===== src/pkg/arsq_pkg.sv =====
// Constants, register map and types of the auto-reclose sequencer.
// Assumes a 10 MHz pclk and an APB master with 32-bit data.
//
// Behaviour
// - Breaker position input high means breaker open, low means closed.
// - Close only while synchronism input is high and close-block input is low.
// - Three internal initiation lines and one external initiation line.
// - Each shot and line has start, block or no-action setting.
// - Action codes: 0 none, 1 start, 2 block; yes/no options are 1/0.
// - Never start a shot numbered below the current shot pointer.
// - Start only when a start line is active and no block line is.
// - A blocked shot falls through to the lowest later startable shot or final trip.
// - Blocking never advances the pointer; otherwise wait for release or definite trip.
// - Trip-initiated shots start at once; protection opens the breaker itself.
// - Start-signal shots open the breaker after their start delay; zero allowed.
// - A separate start delay for every shot and line pair.
// - Start delay runs only while its line stays active; blocking lines ignored.
// - Delay elapsed under an active block starts the shot 50 ms after release.
// - Dead time runs from breaker trip; then close and start reclaim, discrimination.
// - Initiation during discrimination after shots one to four sets pointer to 6.
// - Discrimination time of zero disables that function.
// - Every close restarts reclaim; initiation during reclaim runs the next shot.
// - After all shots pointer goes to 7; reclaim expiry returns it to 1.
// - At lock-out every initiation line is ignored until reclaim runs out.
// - Open and close commands are never active together; open wins.
package arsq_pkg;
    localparam int CLK_PERIOD_NS = 100;
    localparam int TICK_MS = 1;
    localparam int TICK_CYC = (TICK_MS * 1000000 + CLK_PERIOD_NS - 1) / CLK_PERIOD_NS;
    localparam int GAP_TIME_MS = 50;
    localparam int TW = 16;
    localparam logic [TW-1:0] GAP_MS = TW'(GAP_TIME_MS / TICK_MS);
    localparam int NUM_SHOTS = 5;
    localparam int NUM_LINES = 4;
    localparam int AW = 8;

    localparam logic [AW-1:0] OFF_CTRL = 8'h00;
    localparam logic [AW-1:0] OFF_STATUS = 8'h04;
    localparam logic [AW-1:0] OFF_TD = 8'h08;
    localparam logic [AW-1:0] OFF_TR = 8'h0C;
    localparam logic [AW-1:0] OFF_ACT = 8'h10;
    localparam logic [AW-1:0] OFF_DEAD = 8'h28;
    localparam logic [AW-1:0] OFF_DLY = 8'h40;
    localparam int IDX_CTRL = int'(OFF_CTRL) / 4;
    localparam int IDX_STATUS = int'(OFF_STATUS) / 4;
    localparam int IDX_TD = int'(OFF_TD) / 4;
    localparam int IDX_TR = int'(OFF_TR) / 4;
    localparam int IDX_ACT = int'(OFF_ACT) / 4;
    localparam int IDX_DEAD = int'(OFF_DEAD) / 4;
    localparam int IDX_DLY = int'(OFF_DLY) / 4;

    localparam logic [1:0] ACT_NONE = 2'h0;
    localparam logic [1:0] ACT_START = 2'h1;
    localparam logic [1:0] ACT_BLOCK = 2'h2;
    localparam logic [2:0] PTR_FIRST = 3'h1;
    localparam logic [2:0] PTR_LAST = 3'h5;
    localparam logic [2:0] PTR_FINAL = 3'h6;
    localparam logic [2:0] PTR_LOCK = 3'h7;
    localparam logic [2:0] PTR_NONE = 3'h0;

    localparam logic [4:0] MODE_RST = 5'h00;
    localparam logic [TW-1:0] TD_RST = 16'h0000;
    localparam logic [TW-1:0] TR_RST = 16'h2710;
    localparam logic [TW-1:0] DEAD_RST = 16'h01F4;

    typedef enum logic [2:0] {ST_IDLE, ST_GAP, ST_OPEN, ST_DEAD, ST_CLOSE} arsq_state_e;

    typedef struct packed {
        logic psel;
        logic penable;
        logic pwrite;
        logic [AW-1:0] paddr;
        logic [31:0] pwdata;
    } arsq_apb_s;

    typedef struct packed {
        logic reclose_inhibit_in;
        logic close_block_in;
        logic sync_ok_in;
        logic breaker_open_sense;
        logic init_line_external;
        logic init_line_three;
        logic init_line_two;
        logic init_line_one;
    } arsq_pins_s;

    typedef struct packed {
        arsq_pins_s s1;
        arsq_pins_s s2;
        arsq_state_e st;
        logic [2:0] ptr;
        logic [2:0] shot;
        logic open_cmd;
        logic close_cmd;
        logic held;
        logic [NUM_LINES-1:0][TW-1:0] lcnt;
        logic [TW-1:0] dead_cnt;
        logic [TW-1:0] disc;
        logic [TW-1:0] recl;
        logic [TW-1:0] gap;
        logic [4:0] mode;
        logic [TW-1:0] td;
        logic [TW-1:0] tr;
        logic [NUM_SHOTS:0][7:0] act;
        logic [NUM_SHOTS-1:0][TW-1:0] dead;
        logic [(NUM_SHOTS+1)*NUM_LINES-1:0][TW-1:0] dly;
        logic [31:0] prdata;
    } arsq_regs_s;
endpackage


===== src/rtl/arsq_tick.sv =====
// Millisecond tick divider of the auto-reclose sequencer.
// Assumes one pclk domain; the tick is a one-cycle enable.
`timescale 1ns/1ps
`default_nettype none
module arsq_tick #(
    parameter int CYCLES = 10000
) (
    input wire logic pclk,
    input wire logic presetn,
    output logic tick
);
    localparam int CW = $clog2(CYCLES);

    typedef struct packed {
        logic [CW-1:0] cnt;
        logic tick;
    } arsq_tick_s;

    arsq_tick_s r_reg;
    arsq_tick_s r_next;

    if (CYCLES < 2) begin : g_bad
        $error("arsq_tick: CYCLES must be at least 2");
    end

    always_comb begin
        r_next = r_reg;
        r_next.tick = 1'b0;
        if (r_reg.cnt == CW'(CYCLES - 1)) begin
            r_next.cnt = '0;
            r_next.tick = 1'b1;
        end else begin
            r_next.cnt = r_reg.cnt + 1'b1;
        end
    end

    always_ff @(posedge pclk or negedge presetn) begin
        if (!presetn) begin
            r_reg <= '0;
        end else begin
            r_reg <= r_next;
        end
    end

    assign tick = r_reg.tick;

    property p_tick_single;
        @(posedge pclk) disable iff (!presetn) tick |=> !tick;
    endproperty
    a_tick_single: assert property (p_tick_single) else $error("tick lasted two cycles");
endmodule
`default_nettype wire


===== src/rtl/arsq_top.sv =====
// Auto-reclose sequencer: shot pointer, start delays, dead time, reclaim.
// Assumes pins arrive asynchronously and an APB master on pclk.
`timescale 1ns/1ps
`default_nettype none
module arsq_top
    import arsq_pkg::*;
#(
    parameter int TICK_CYCLES = TICK_CYC
) (
    input wire logic pclk,
    input wire logic presetn,
    input wire arsq_apb_s apb,
    output logic [31:0] prdata,
    output logic pready,
    output logic pslverr,
    input wire arsq_pins_s pins,
    output logic breaker_open_cmd,
    output logic breaker_close_cmd,
    output logic [2:0] shot_pointer,
    output logic [NUM_SHOTS-1:0] shot_pending
);
    arsq_regs_s r_reg;
    arsq_regs_s r_next;
    logic tick;
    logic [2:0] sel;
    logic go;
    logic hold_now;
    logic [NUM_LINES-1:0] lines;
    logic brk;
    logic syn;
    logic cblk;
    logic inh;
    logic [5:0] idx;
    logic mapped;
    logic [31:0] rd;

    if (TICK_CYCLES < 2) begin : g_bad
        $error("arsq_top: TICK_CYCLES must be at least 2");
    end

    arsq_tick #(
        .CYCLES(TICK_CYCLES)
    ) u_tick (
        .pclk(pclk),
        .presetn(presetn),
        .tick(tick)
    );

    assign lines = {r_reg.s2.init_line_external, r_reg.s2.init_line_three,
                    r_reg.s2.init_line_two, r_reg.s2.init_line_one};
    assign brk = r_reg.s2.breaker_open_sense;
    assign syn = r_reg.s2.sync_ok_in;
    assign cblk = r_reg.s2.close_block_in;
    assign inh = r_reg.s2.reclose_inhibit_in;
    assign idx = apb.paddr[7:2];
    assign mapped = (int'(idx) <= IDX_DEAD + NUM_SHOTS - 1)
                    || (int'(idx) >= IDX_DLY && int'(idx) < IDX_DLY + (NUM_SHOTS + 1) * NUM_LINES);

    // Shot selection from the pointer upward
    always_comb begin
        logic [NUM_LINES-1:0] st_act;
        logic [NUM_LINES-1:0] bl_act;
        logic [NUM_LINES-1:0] rdy;
        st_act = '0;
        bl_act = '0;
        rdy = '0;
        sel = PTR_NONE;
        go = 1'b0;
        hold_now = 1'b0;
        for (int s = NUM_SHOTS + 1; s >= 1; s--) begin
            for (int l = 0; l < NUM_LINES; l++) begin
                st_act[l] = lines[l] && r_reg.act[s-1][2*l +: 2] == ACT_START;
                bl_act[l] = lines[l] && r_reg.act[s-1][2*l +: 2] == ACT_BLOCK;
                rdy[l] = st_act[l] && (r_reg.lcnt[l] >= r_reg.dly[(s-1)*NUM_LINES+l]
                         || (s <= NUM_SHOTS && !r_reg.mode[s-1]));
            end
            if (s >= int'(r_reg.ptr)) begin
                if (|st_act && !(|bl_act)) begin
                    sel = 3'(s);
                    go = |rdy;
                end
                if (|rdy && |bl_act) begin
                    hold_now = 1'b1;
                end
            end
        end
    end

    // Register read mux
    always_comb begin
        rd = 32'h0000_0000;
        if (int'(idx) == IDX_CTRL) begin
            rd[4:0] = r_reg.mode;
        end else if (int'(idx) == IDX_STATUS) begin
            rd = {21'h000000, r_reg.held, brk, r_reg.shot, r_reg.st, r_reg.ptr};
        end else if (int'(idx) == IDX_TD) begin
            rd[TW-1:0] = r_reg.td;
        end else if (int'(idx) == IDX_TR) begin
            rd[TW-1:0] = r_reg.tr;
        end else if (int'(idx) >= IDX_ACT && int'(idx) <= IDX_ACT + NUM_SHOTS) begin
            rd[7:0] = r_reg.act[int'(idx) - IDX_ACT];
        end else if (int'(idx) >= IDX_DEAD && int'(idx) < IDX_DEAD + NUM_SHOTS) begin
            rd[TW-1:0] = r_reg.dead[int'(idx) - IDX_DEAD];
        end else if (mapped && int'(idx) >= IDX_DLY) begin
            rd[TW-1:0] = r_reg.dly[int'(idx) - IDX_DLY];
        end
    end

    always_comb begin
        r_next = r_reg;
        r_next.s1 = pins;
        r_next.s2 = r_reg.s1;
        // Per-line start delay counters
        for (int l = 0; l < NUM_LINES; l++) begin
            if (!lines[l]) begin
                r_next.lcnt[l] = '0;
            end else if (tick && r_reg.lcnt[l] != '1) begin
                r_next.lcnt[l] = r_reg.lcnt[l] + 1'b1;
            end
        end
        if (tick) begin
            if (r_reg.recl != '0) begin
                r_next.recl = r_reg.recl - 1'b1;
            end
            if (r_reg.disc != '0) begin
                r_next.disc = r_reg.disc - 1'b1;
            end
            if (r_reg.gap != '0) begin
                r_next.gap = r_reg.gap - 1'b1;
            end
            if (r_reg.dead_cnt != '0) begin
                r_next.dead_cnt = r_reg.dead_cnt - 1'b1;
            end
        end
        if (inh) begin
            r_next.ptr = PTR_LOCK;
            r_next.st = ST_IDLE;
            r_next.open_cmd = 1'b0;
            r_next.close_cmd = 1'b0;
            r_next.recl = r_reg.tr;
            r_next.disc = '0;
            r_next.held = 1'b0;
        end else begin
            case (r_reg.st)
                ST_IDLE: begin
                    if (r_reg.disc != '0 && |lines && r_reg.ptr < PTR_FINAL) begin
                        r_next.ptr = PTR_FINAL;
                        r_next.disc = '0;
                    end else if (sel != PTR_NONE && go) begin
                        if (r_reg.held) begin
                            r_next.st = ST_GAP;
                            r_next.gap = GAP_MS;
                            r_next.held = 1'b0;
                        end else begin
                            r_next.shot = sel;
                            r_next.ptr = sel;
                            r_next.st = ST_OPEN;
                            if (sel == PTR_FINAL) begin
                                r_next.open_cmd = 1'b1;
                            end else begin
                                r_next.open_cmd = r_reg.mode[sel-3'h1];
                            end
                        end
                    end else begin
                        r_next.held = hold_now || (r_reg.held && |lines);
                        if (brk) begin
                            r_next.ptr = PTR_LOCK;
                            r_next.recl = r_reg.tr;
                        end else if (r_reg.recl == '0 && r_reg.ptr != PTR_FIRST && !(|lines)) begin
                            r_next.ptr = PTR_FIRST;
                        end
                    end
                end
                ST_GAP: begin
                    if (r_reg.gap == '0) begin
                        r_next.st = ST_IDLE;
                    end
                end
                ST_OPEN: begin
                    if (brk) begin
                        r_next.open_cmd = 1'b0;
                        if (r_reg.shot == PTR_FINAL) begin
                            r_next.ptr = PTR_LOCK;
                            r_next.recl = r_reg.tr;
                            r_next.st = ST_IDLE;
                        end else begin
                            r_next.dead_cnt = r_reg.dead[r_reg.shot-3'h1];
                            r_next.st = ST_DEAD;
                        end
                    end
                end
                ST_DEAD: begin
                    if (!brk) begin
                        r_next.ptr = PTR_LOCK;
                        r_next.recl = r_reg.tr;
                        r_next.st = ST_IDLE;
                    end else if (r_reg.dead_cnt == '0 && syn && !cblk && !(|lines)) begin
                        r_next.close_cmd = 1'b1;
                        r_next.st = ST_CLOSE;
                        r_next.recl = r_reg.tr;
                        r_next.disc = (r_reg.shot < PTR_LAST) ? r_reg.td : '0;
                        r_next.ptr = (r_reg.shot == PTR_LAST) ? PTR_LOCK : r_reg.shot + 3'h1;
                    end
                end
                ST_CLOSE: begin
                    if (!brk) begin
                        r_next.close_cmd = 1'b0;
                        r_next.st = ST_IDLE;
                    end
                end
                default: begin
                    r_next.st = ST_IDLE;
                end
            endcase
        end
        r_next.close_cmd = r_next.close_cmd && !r_next.open_cmd;
        // APB slave
        if (apb.psel && !apb.penable) begin
            r_next.prdata = mapped ? rd : 32'h0000_0000;
        end
        if (apb.psel && apb.penable && apb.pwrite && mapped) begin
            if (int'(idx) == IDX_CTRL) begin
                r_next.mode = apb.pwdata[4:0];
            end else if (int'(idx) == IDX_TD) begin
                r_next.td = apb.pwdata[TW-1:0];
            end else if (int'(idx) == IDX_TR) begin
                r_next.tr = apb.pwdata[TW-1:0];
            end else if (int'(idx) >= IDX_ACT && int'(idx) <= IDX_ACT + NUM_SHOTS) begin
                r_next.act[int'(idx) - IDX_ACT] = apb.pwdata[7:0];
            end else if (int'(idx) >= IDX_DEAD && int'(idx) < IDX_DEAD + NUM_SHOTS) begin
                r_next.dead[int'(idx) - IDX_DEAD] = apb.pwdata[TW-1:0];
            end else if (int'(idx) >= IDX_DLY) begin
                r_next.dly[int'(idx) - IDX_DLY] = apb.pwdata[TW-1:0];
            end
        end
    end

    always_ff @(posedge pclk or negedge presetn) begin
        if (!presetn) begin
            r_reg <= '0;
            r_reg.st <= ST_IDLE;
            r_reg.ptr <= PTR_FIRST;
            r_reg.mode <= MODE_RST;
            r_reg.td <= TD_RST;
            r_reg.tr <= TR_RST;
            r_reg.dead <= {NUM_SHOTS{DEAD_RST}};
        end else begin
            r_reg <= r_next;
        end
    end

    assign prdata = r_reg.prdata;
    assign pready = 1'b1;
    assign pslverr = apb.psel && apb.penable && !mapped;
    assign breaker_open_cmd = r_reg.open_cmd;
    assign breaker_close_cmd = r_reg.close_cmd;
    assign shot_pointer = r_reg.ptr;

    for (genvar g = 0; g < NUM_SHOTS; g++) begin : g_pend
        assign shot_pending[g] = r_reg.ptr == 3'(g + 1) && r_reg.st == ST_IDLE;
    end

    property p_no_both;
        @(posedge pclk) disable iff (!presetn) !(breaker_open_cmd && breaker_close_cmd);
    endproperty
    a_no_both: assert property (p_no_both) else $error("open and close together");

    property p_lock_ignore;
        @(posedge pclk) disable iff (!presetn)
            (r_reg.st == ST_IDLE && r_reg.ptr == PTR_LOCK) |=> r_reg.st == ST_IDLE && !breaker_open_cmd;
    endproperty
    a_lock_ignore: assert property (p_lock_ignore) else $error("shot started at lock-out");

    property p_not_lower;
        @(posedge pclk) disable iff (!presetn)
            (r_reg.st == ST_IDLE ##1 r_reg.st == ST_OPEN) |-> r_reg.shot >= $past(r_reg.ptr);
    endproperty
    a_not_lower: assert property (p_not_lower) else $error("shot below pointer started");

    property p_start_cause;
        @(posedge pclk) disable iff (!presetn)
            (r_reg.st == ST_IDLE ##1 r_reg.st == ST_OPEN) |-> $past(sel) == r_reg.shot && $past(go);
    endproperty
    a_start_cause: assert property (p_start_cause) else $error("shot started without start line");

    property p_disc;
        @(posedge pclk) disable iff (!presetn)
            (r_reg.st == ST_IDLE && r_reg.disc != '0 && |lines && r_reg.ptr < PTR_FINAL && !inh)
            |=> r_reg.ptr == PTR_FINAL;
    endproperty
    a_disc: assert property (p_disc) else $error("discrimination did not set pointer 6");

    property p_close_cond;
        @(posedge pclk) disable iff (!presetn) $rose(breaker_close_cmd) |-> $past(syn) && !$past(cblk);
    endproperty
    a_close_cond: assert property (p_close_cond) else $error("close without sync or under block");

    property p_dead_close;
        @(posedge pclk) disable iff (!presetn)
            (r_reg.st == ST_DEAD && r_reg.dead_cnt == '0 && brk && syn && !cblk && !(|lines) && !inh)
            |=> breaker_close_cmd ##0 r_reg.recl == r_reg.tr;
    endproperty
    a_dead_close: assert property (p_dead_close) else $error("no close at dead time expiry");

    property p_reclaim_reset;
        @(posedge pclk) disable iff (!presetn)
            (r_reg.st == ST_IDLE && r_reg.recl == '0 && r_reg.ptr == PTR_LOCK && !brk && !inh && !(|lines))
            |=> r_reg.ptr == PTR_FIRST;
    endproperty
    a_reclaim_reset: assert property (p_reclaim_reset) else $error("pointer not reset after reclaim");

    property p_gap_load;
        @(posedge pclk) disable iff (!presetn)
            (r_reg.st == ST_IDLE ##1 r_reg.st == ST_GAP) |-> r_reg.gap == GAP_MS && !r_reg.held;
    endproperty
    a_gap_load: assert property (p_gap_load) else $error("release gap not loaded");

    property p_open_release;
        @(posedge pclk) disable iff (!presetn) (r_reg.st == ST_OPEN && brk && !inh) |=> !breaker_open_cmd;
    endproperty
    a_open_release: assert property (p_open_release) else $error("open held after breaker opened");

    c_shot: cover property (@(posedge pclk) disable iff (!presetn) $rose(breaker_open_cmd));
    c_close: cover property (@(posedge pclk) disable iff (!presetn) $rose(breaker_close_cmd));
    c_gap: cover property (@(posedge pclk) disable iff (!presetn) r_reg.st == ST_GAP);
    c_final: cover property (@(posedge pclk) disable iff (!presetn) r_reg.ptr == PTR_FINAL);
endmodule
`default_nettype wire


===== config.mk =====
export PLATFORM = sky130hd
export DESIGN_NAME = arsq_top
export DESIGN_NICKNAME = d
export VERILOG_FILES = /design/src/pkg/arsq_pkg.sv /design/src/rtl/arsq_tick.sv /design/src/rtl/arsq_top.sv
export SDC_FILE = /design/constraint.sdc
export NUM_CORES = 2
export LEC_CHECK = 0
export BUFFER_PORTS_ARGS = -buffer_cell sky130_fd_sc_hd__buf_2
export CORE_UTILIZATION = 54
export DETAILED_ROUTE_END_ITERATION = 10
export PLACE_DENSITY = 0.7
export SETUP_SLACK_MARGIN = 0.5
export SKIP_LAST_GASP = 1
export SYNTH_ARGS = -nofsm -noshare
export SYNTH_HDL_FRONTEND = slang
export SYNTH_HIERARCHICAL = 1
export SYNTH_SLANG_ARGS = --single-unit

===== constraint.sdc =====
create_clock -name pclk -period 16 [get_ports pclk]
set_input_delay 4.8 -clock pclk [delete_from_list [all_inputs] [get_ports pclk]]
set_output_delay 4.8 -clock pclk [all_outputs]
set_load 0.02 [all_outputs]

==> results.md <==
* # setup viols final at 0
* Post-cts hold buffer count at 0
* Synth top area cells: dfrtp_1, mux2_2, ha_1
* Number of global-route vias before repair at between 30000 and 40000
* # IOs at 97
* Antenna viol nets, final at 0
* Post-route DRC violation count at 0
* Critical path cell sequence: buf_6, clkinv_1, buf_4, ha_1, nand4bb_1, nand2_1, a21boi_1, buf_4, and3_1, buf_2
* Worst-path fanout max at 38
* DIE WIDTH at slightly below 300 um
* Max FFs per register at approximately 700
* DP HPWL at between 100000 and 150000 um
* FF+latch count, synth at roughly 740
* Worst Skew at roughly 0.037 ns
* YS warnings at 6
* Clk_lat worst skew at between 0.6 and 0.7 ns
* Ratio of cells with drive above 1 in the final layout at between 20% and 30%
* Run status: completed
* Slew headroom at between 10% and 20%
* Max clock buf depth at 3
* Critical path endpoint category: output pin
* Num CTS Buffers at 84
* Synthesized area at approximately 46000 sq um
* DR vias at 35200
* WP data arrival at 7.06 ns
* Slowest cell delay on critical path at between 0.3 and 0.4 ns
* WS Path Type: in2out
* Critical path's most frequent cell: buf_4
* Setup Buffers After CTS at 0
* Post-Syn Instances at between 4000 and 5000
* GRT overflow at 0
* Share of flip-flops with an asynchronous set or reset at 100%
* Worst-Margin Slew at 1.28 ns
* Worst-path clk slew at about 0.060 ns
* Port Buf Inserts at 61
* Avg Vias per Cell at about 6.5
* Full die area at 86500 sq um
* Root Buffer Master: clkbuf_16
* Slowest CP cell: clkinv_1
* Main synth FF type: dfrtp_1
* Syn Area/Cell at approximately 11 sq um
* Fmax at about 0.084 GHz
* Core box area at roughly 84000 sq um
* Post-synth EDFFs at 0
* Register area share after synthesis at around two fifths
* Antenna violations before repair at 6
* CTS resizes at 0
* Final hold violations at 0
* CP Data Required Time at approximately 11 ns
* Design Area, Final at between 40000 and 50000 sq um
* Initial core utilization at between 50% and 60%
* Layout net count at between 4000 and 5000
* Fin crit period at 11.86 ns
* Routability cong. at slightly above 1
* CP startpoint kind: primary input
* Die Ht at between 200 and 300 um
* Pwr/cell area at a little under 90 nW/um^2
* CP Buf/Inv Count at 5
* P_leak at ~23 nW
* Fill count at 7106
* Worst Hold Slack at 0.344 ns
* Placement Cell Area at 47300 sq um
* Drt pass-1 iters at 6
* Yosys top cell by area: dfrtp_1
* GRT Total Usage at between 30% and 40%
* Unrepaired setup endpoints after global routing: no
* Final slew viol count at 0
* Period utilization at 74.1%
* CTS sink cnt at between 700 and 800
* Synth cell types at 85
* Setup TNS at 0 ns
* Max cap viols at 0
* First-pass GRT wire length at approximately 220000 um
* Synth top area share at between 30% and 40%
* Post-Route WL at 150000 um
* Row Count at 106
* Number of DRC markers in iteration 0 at approximately 3400
* Worst min-delay path class: reg2reg
* Total power at between 4 and 5 mW
* Layout area overhead at 8.53%
* Top delay family on crit path: buffers and inverters
* Pin count of the biggest net entering global routing at around 170
* IR Drop Worst-Case VDD at ~0.08 mV
* TritonCTS clock tree: built
* Htree depth at 3
* Drt wl/cell at 27.6 um
[cell usage after synthesis (53+ instances only)]
library cell and number:
a21oi_1 183, and2_1 53, clkbuf_1 156, dfrtp_1 700, ha_1 417, inv_1 421
mux2_2 552, mux4_2 132, nand2_1 274, nand3_1 76, nand4_1 55, nor2_1 172
o21ai_0 163, xnor2_1 71
[worst register-to-register path: stages (launching register included)]
cell	delay [ns]
dfrtp_1	0.86
ha_1	0.40
a21o_1	0.16
a2111oi_0	0.77
o22ai_1	0.17
a211o_1	0.31
or4_4	0.54
o21bai_4	0.19
o2111ai_2	0.19
a211o_1	0.52
o21bai_4	0.45
mux2_4	0.35
[layout by cell type (no fill, tap or decap), drive strengths merged, types with 25 or more instances in the layout]
master / synthesis / final
dfrtp: 700 / 700
nand3: 76 / 76
nand2: 274 / 274
a21oi: 183 / 183
o31ai: 26 / 26
a21boi: 27 / 27
mux2: 570 / 570
buf: 68 / 108
a221oi: 29 / 29
o21ai: 165 / 165
mux2i: 35 / 35
nand4: 55 / 55
o22ai: 47 / 47
inv: 422 / 426
a22oi: 28 / 28
nor2b: 32 / 32
mux4: 132 / 132
nor4: 27 / 27
and2: 54 / 54
dfstp: 36 / 36
xnor2: 71 / 71
xor2: 39 / 39
ha: 417 / 417
nor2: 172 / 172
nand2b: 25 / 25
nor3: 56 / 56
clkbuf: 156 / 123
[logic make-up (layout without fill, tap and decap cells)]
family          Yosys count  after routing  synth area share [%]
other cells               2             22                0.0163
fa+ha+maj               417            417                  11.3
buf+inv                 649            684                  5.64
xor+xnor                110            110                  2.09
compound gates          701            701                  9.83
mux                     737            737                  21.2
flops                   736            736                  40.1
simple gates            894            894                  9.78
[power breakdown]
group | switching (mW) | internal [mW] | leakage (nW) | total (mW)
sequential | 0.0634 | 1.92 | 10.0 | 1.99
combinational | 0.286 | 0.144 | 12.0 | 0.431
clock | 0.808 | 1.11 | 1.34 | 1.92
[stage by stage]
| stage | worst slack [ns] | instances | utilization (%) |
|---|---|---|---|
| after floorplan | 4.23 | 4261 | - |
| after detailed placement | 4.26 | 5279 | 56.2 |
| after global routing | 4.12 | 5432 | 59.4 |
| final | 4.14 | 5435 | 59.4 |
| after global placement | 4.25 | 5279 | 56.2 |
| after CTS | 4.24 | 5430 | 59.4 |
[metal layers]
| layer | vias up | wire length, um | track usage (%) |
|---|---|---|---|
| met5 | - | 26 | 0 |
| met4 | 4 | 10300 | 21.3 |
| met3 | 429 | 14100 | 8.08 |
| met2 | 1625 | 65600 | 52.5 |
| met1 | 17800 | 60200 | 46.3 |
| li1 | 15300 | - | - |
[layout make-up]
class	instances	area (sq um)	area share (%)
sequential	736	18500	36.9
inverter	425	1600	3.19
timing repair buffer	108	722	1.44
tap	1134	1420	2.84
multi-input combinational	2876	25100	50.2
antenna	5	12.5	0.0250
clock inverter	28	240	0.481
clock buffer	123	2460	4.92
[path summary, 6_finish.rpt]
check	slack, ns	cells past startpoint	endpoint	start
max in group asynchronous	8.64	4	r_reg[560]	presetn
setup / recovery	4.14	10	pslverr	apb[35]
hold / removal	0.34	0	lines[3]	r_next[724]
min in group asynchronous	4.18	1	r_reg[285]	presetn
setup reg to reg	10.98	11	r_reg[611]	r_reg[707]
hold reg to reg	0.34	0	lines[3]	r_next[724]
(Power assumes the default switching activity.)
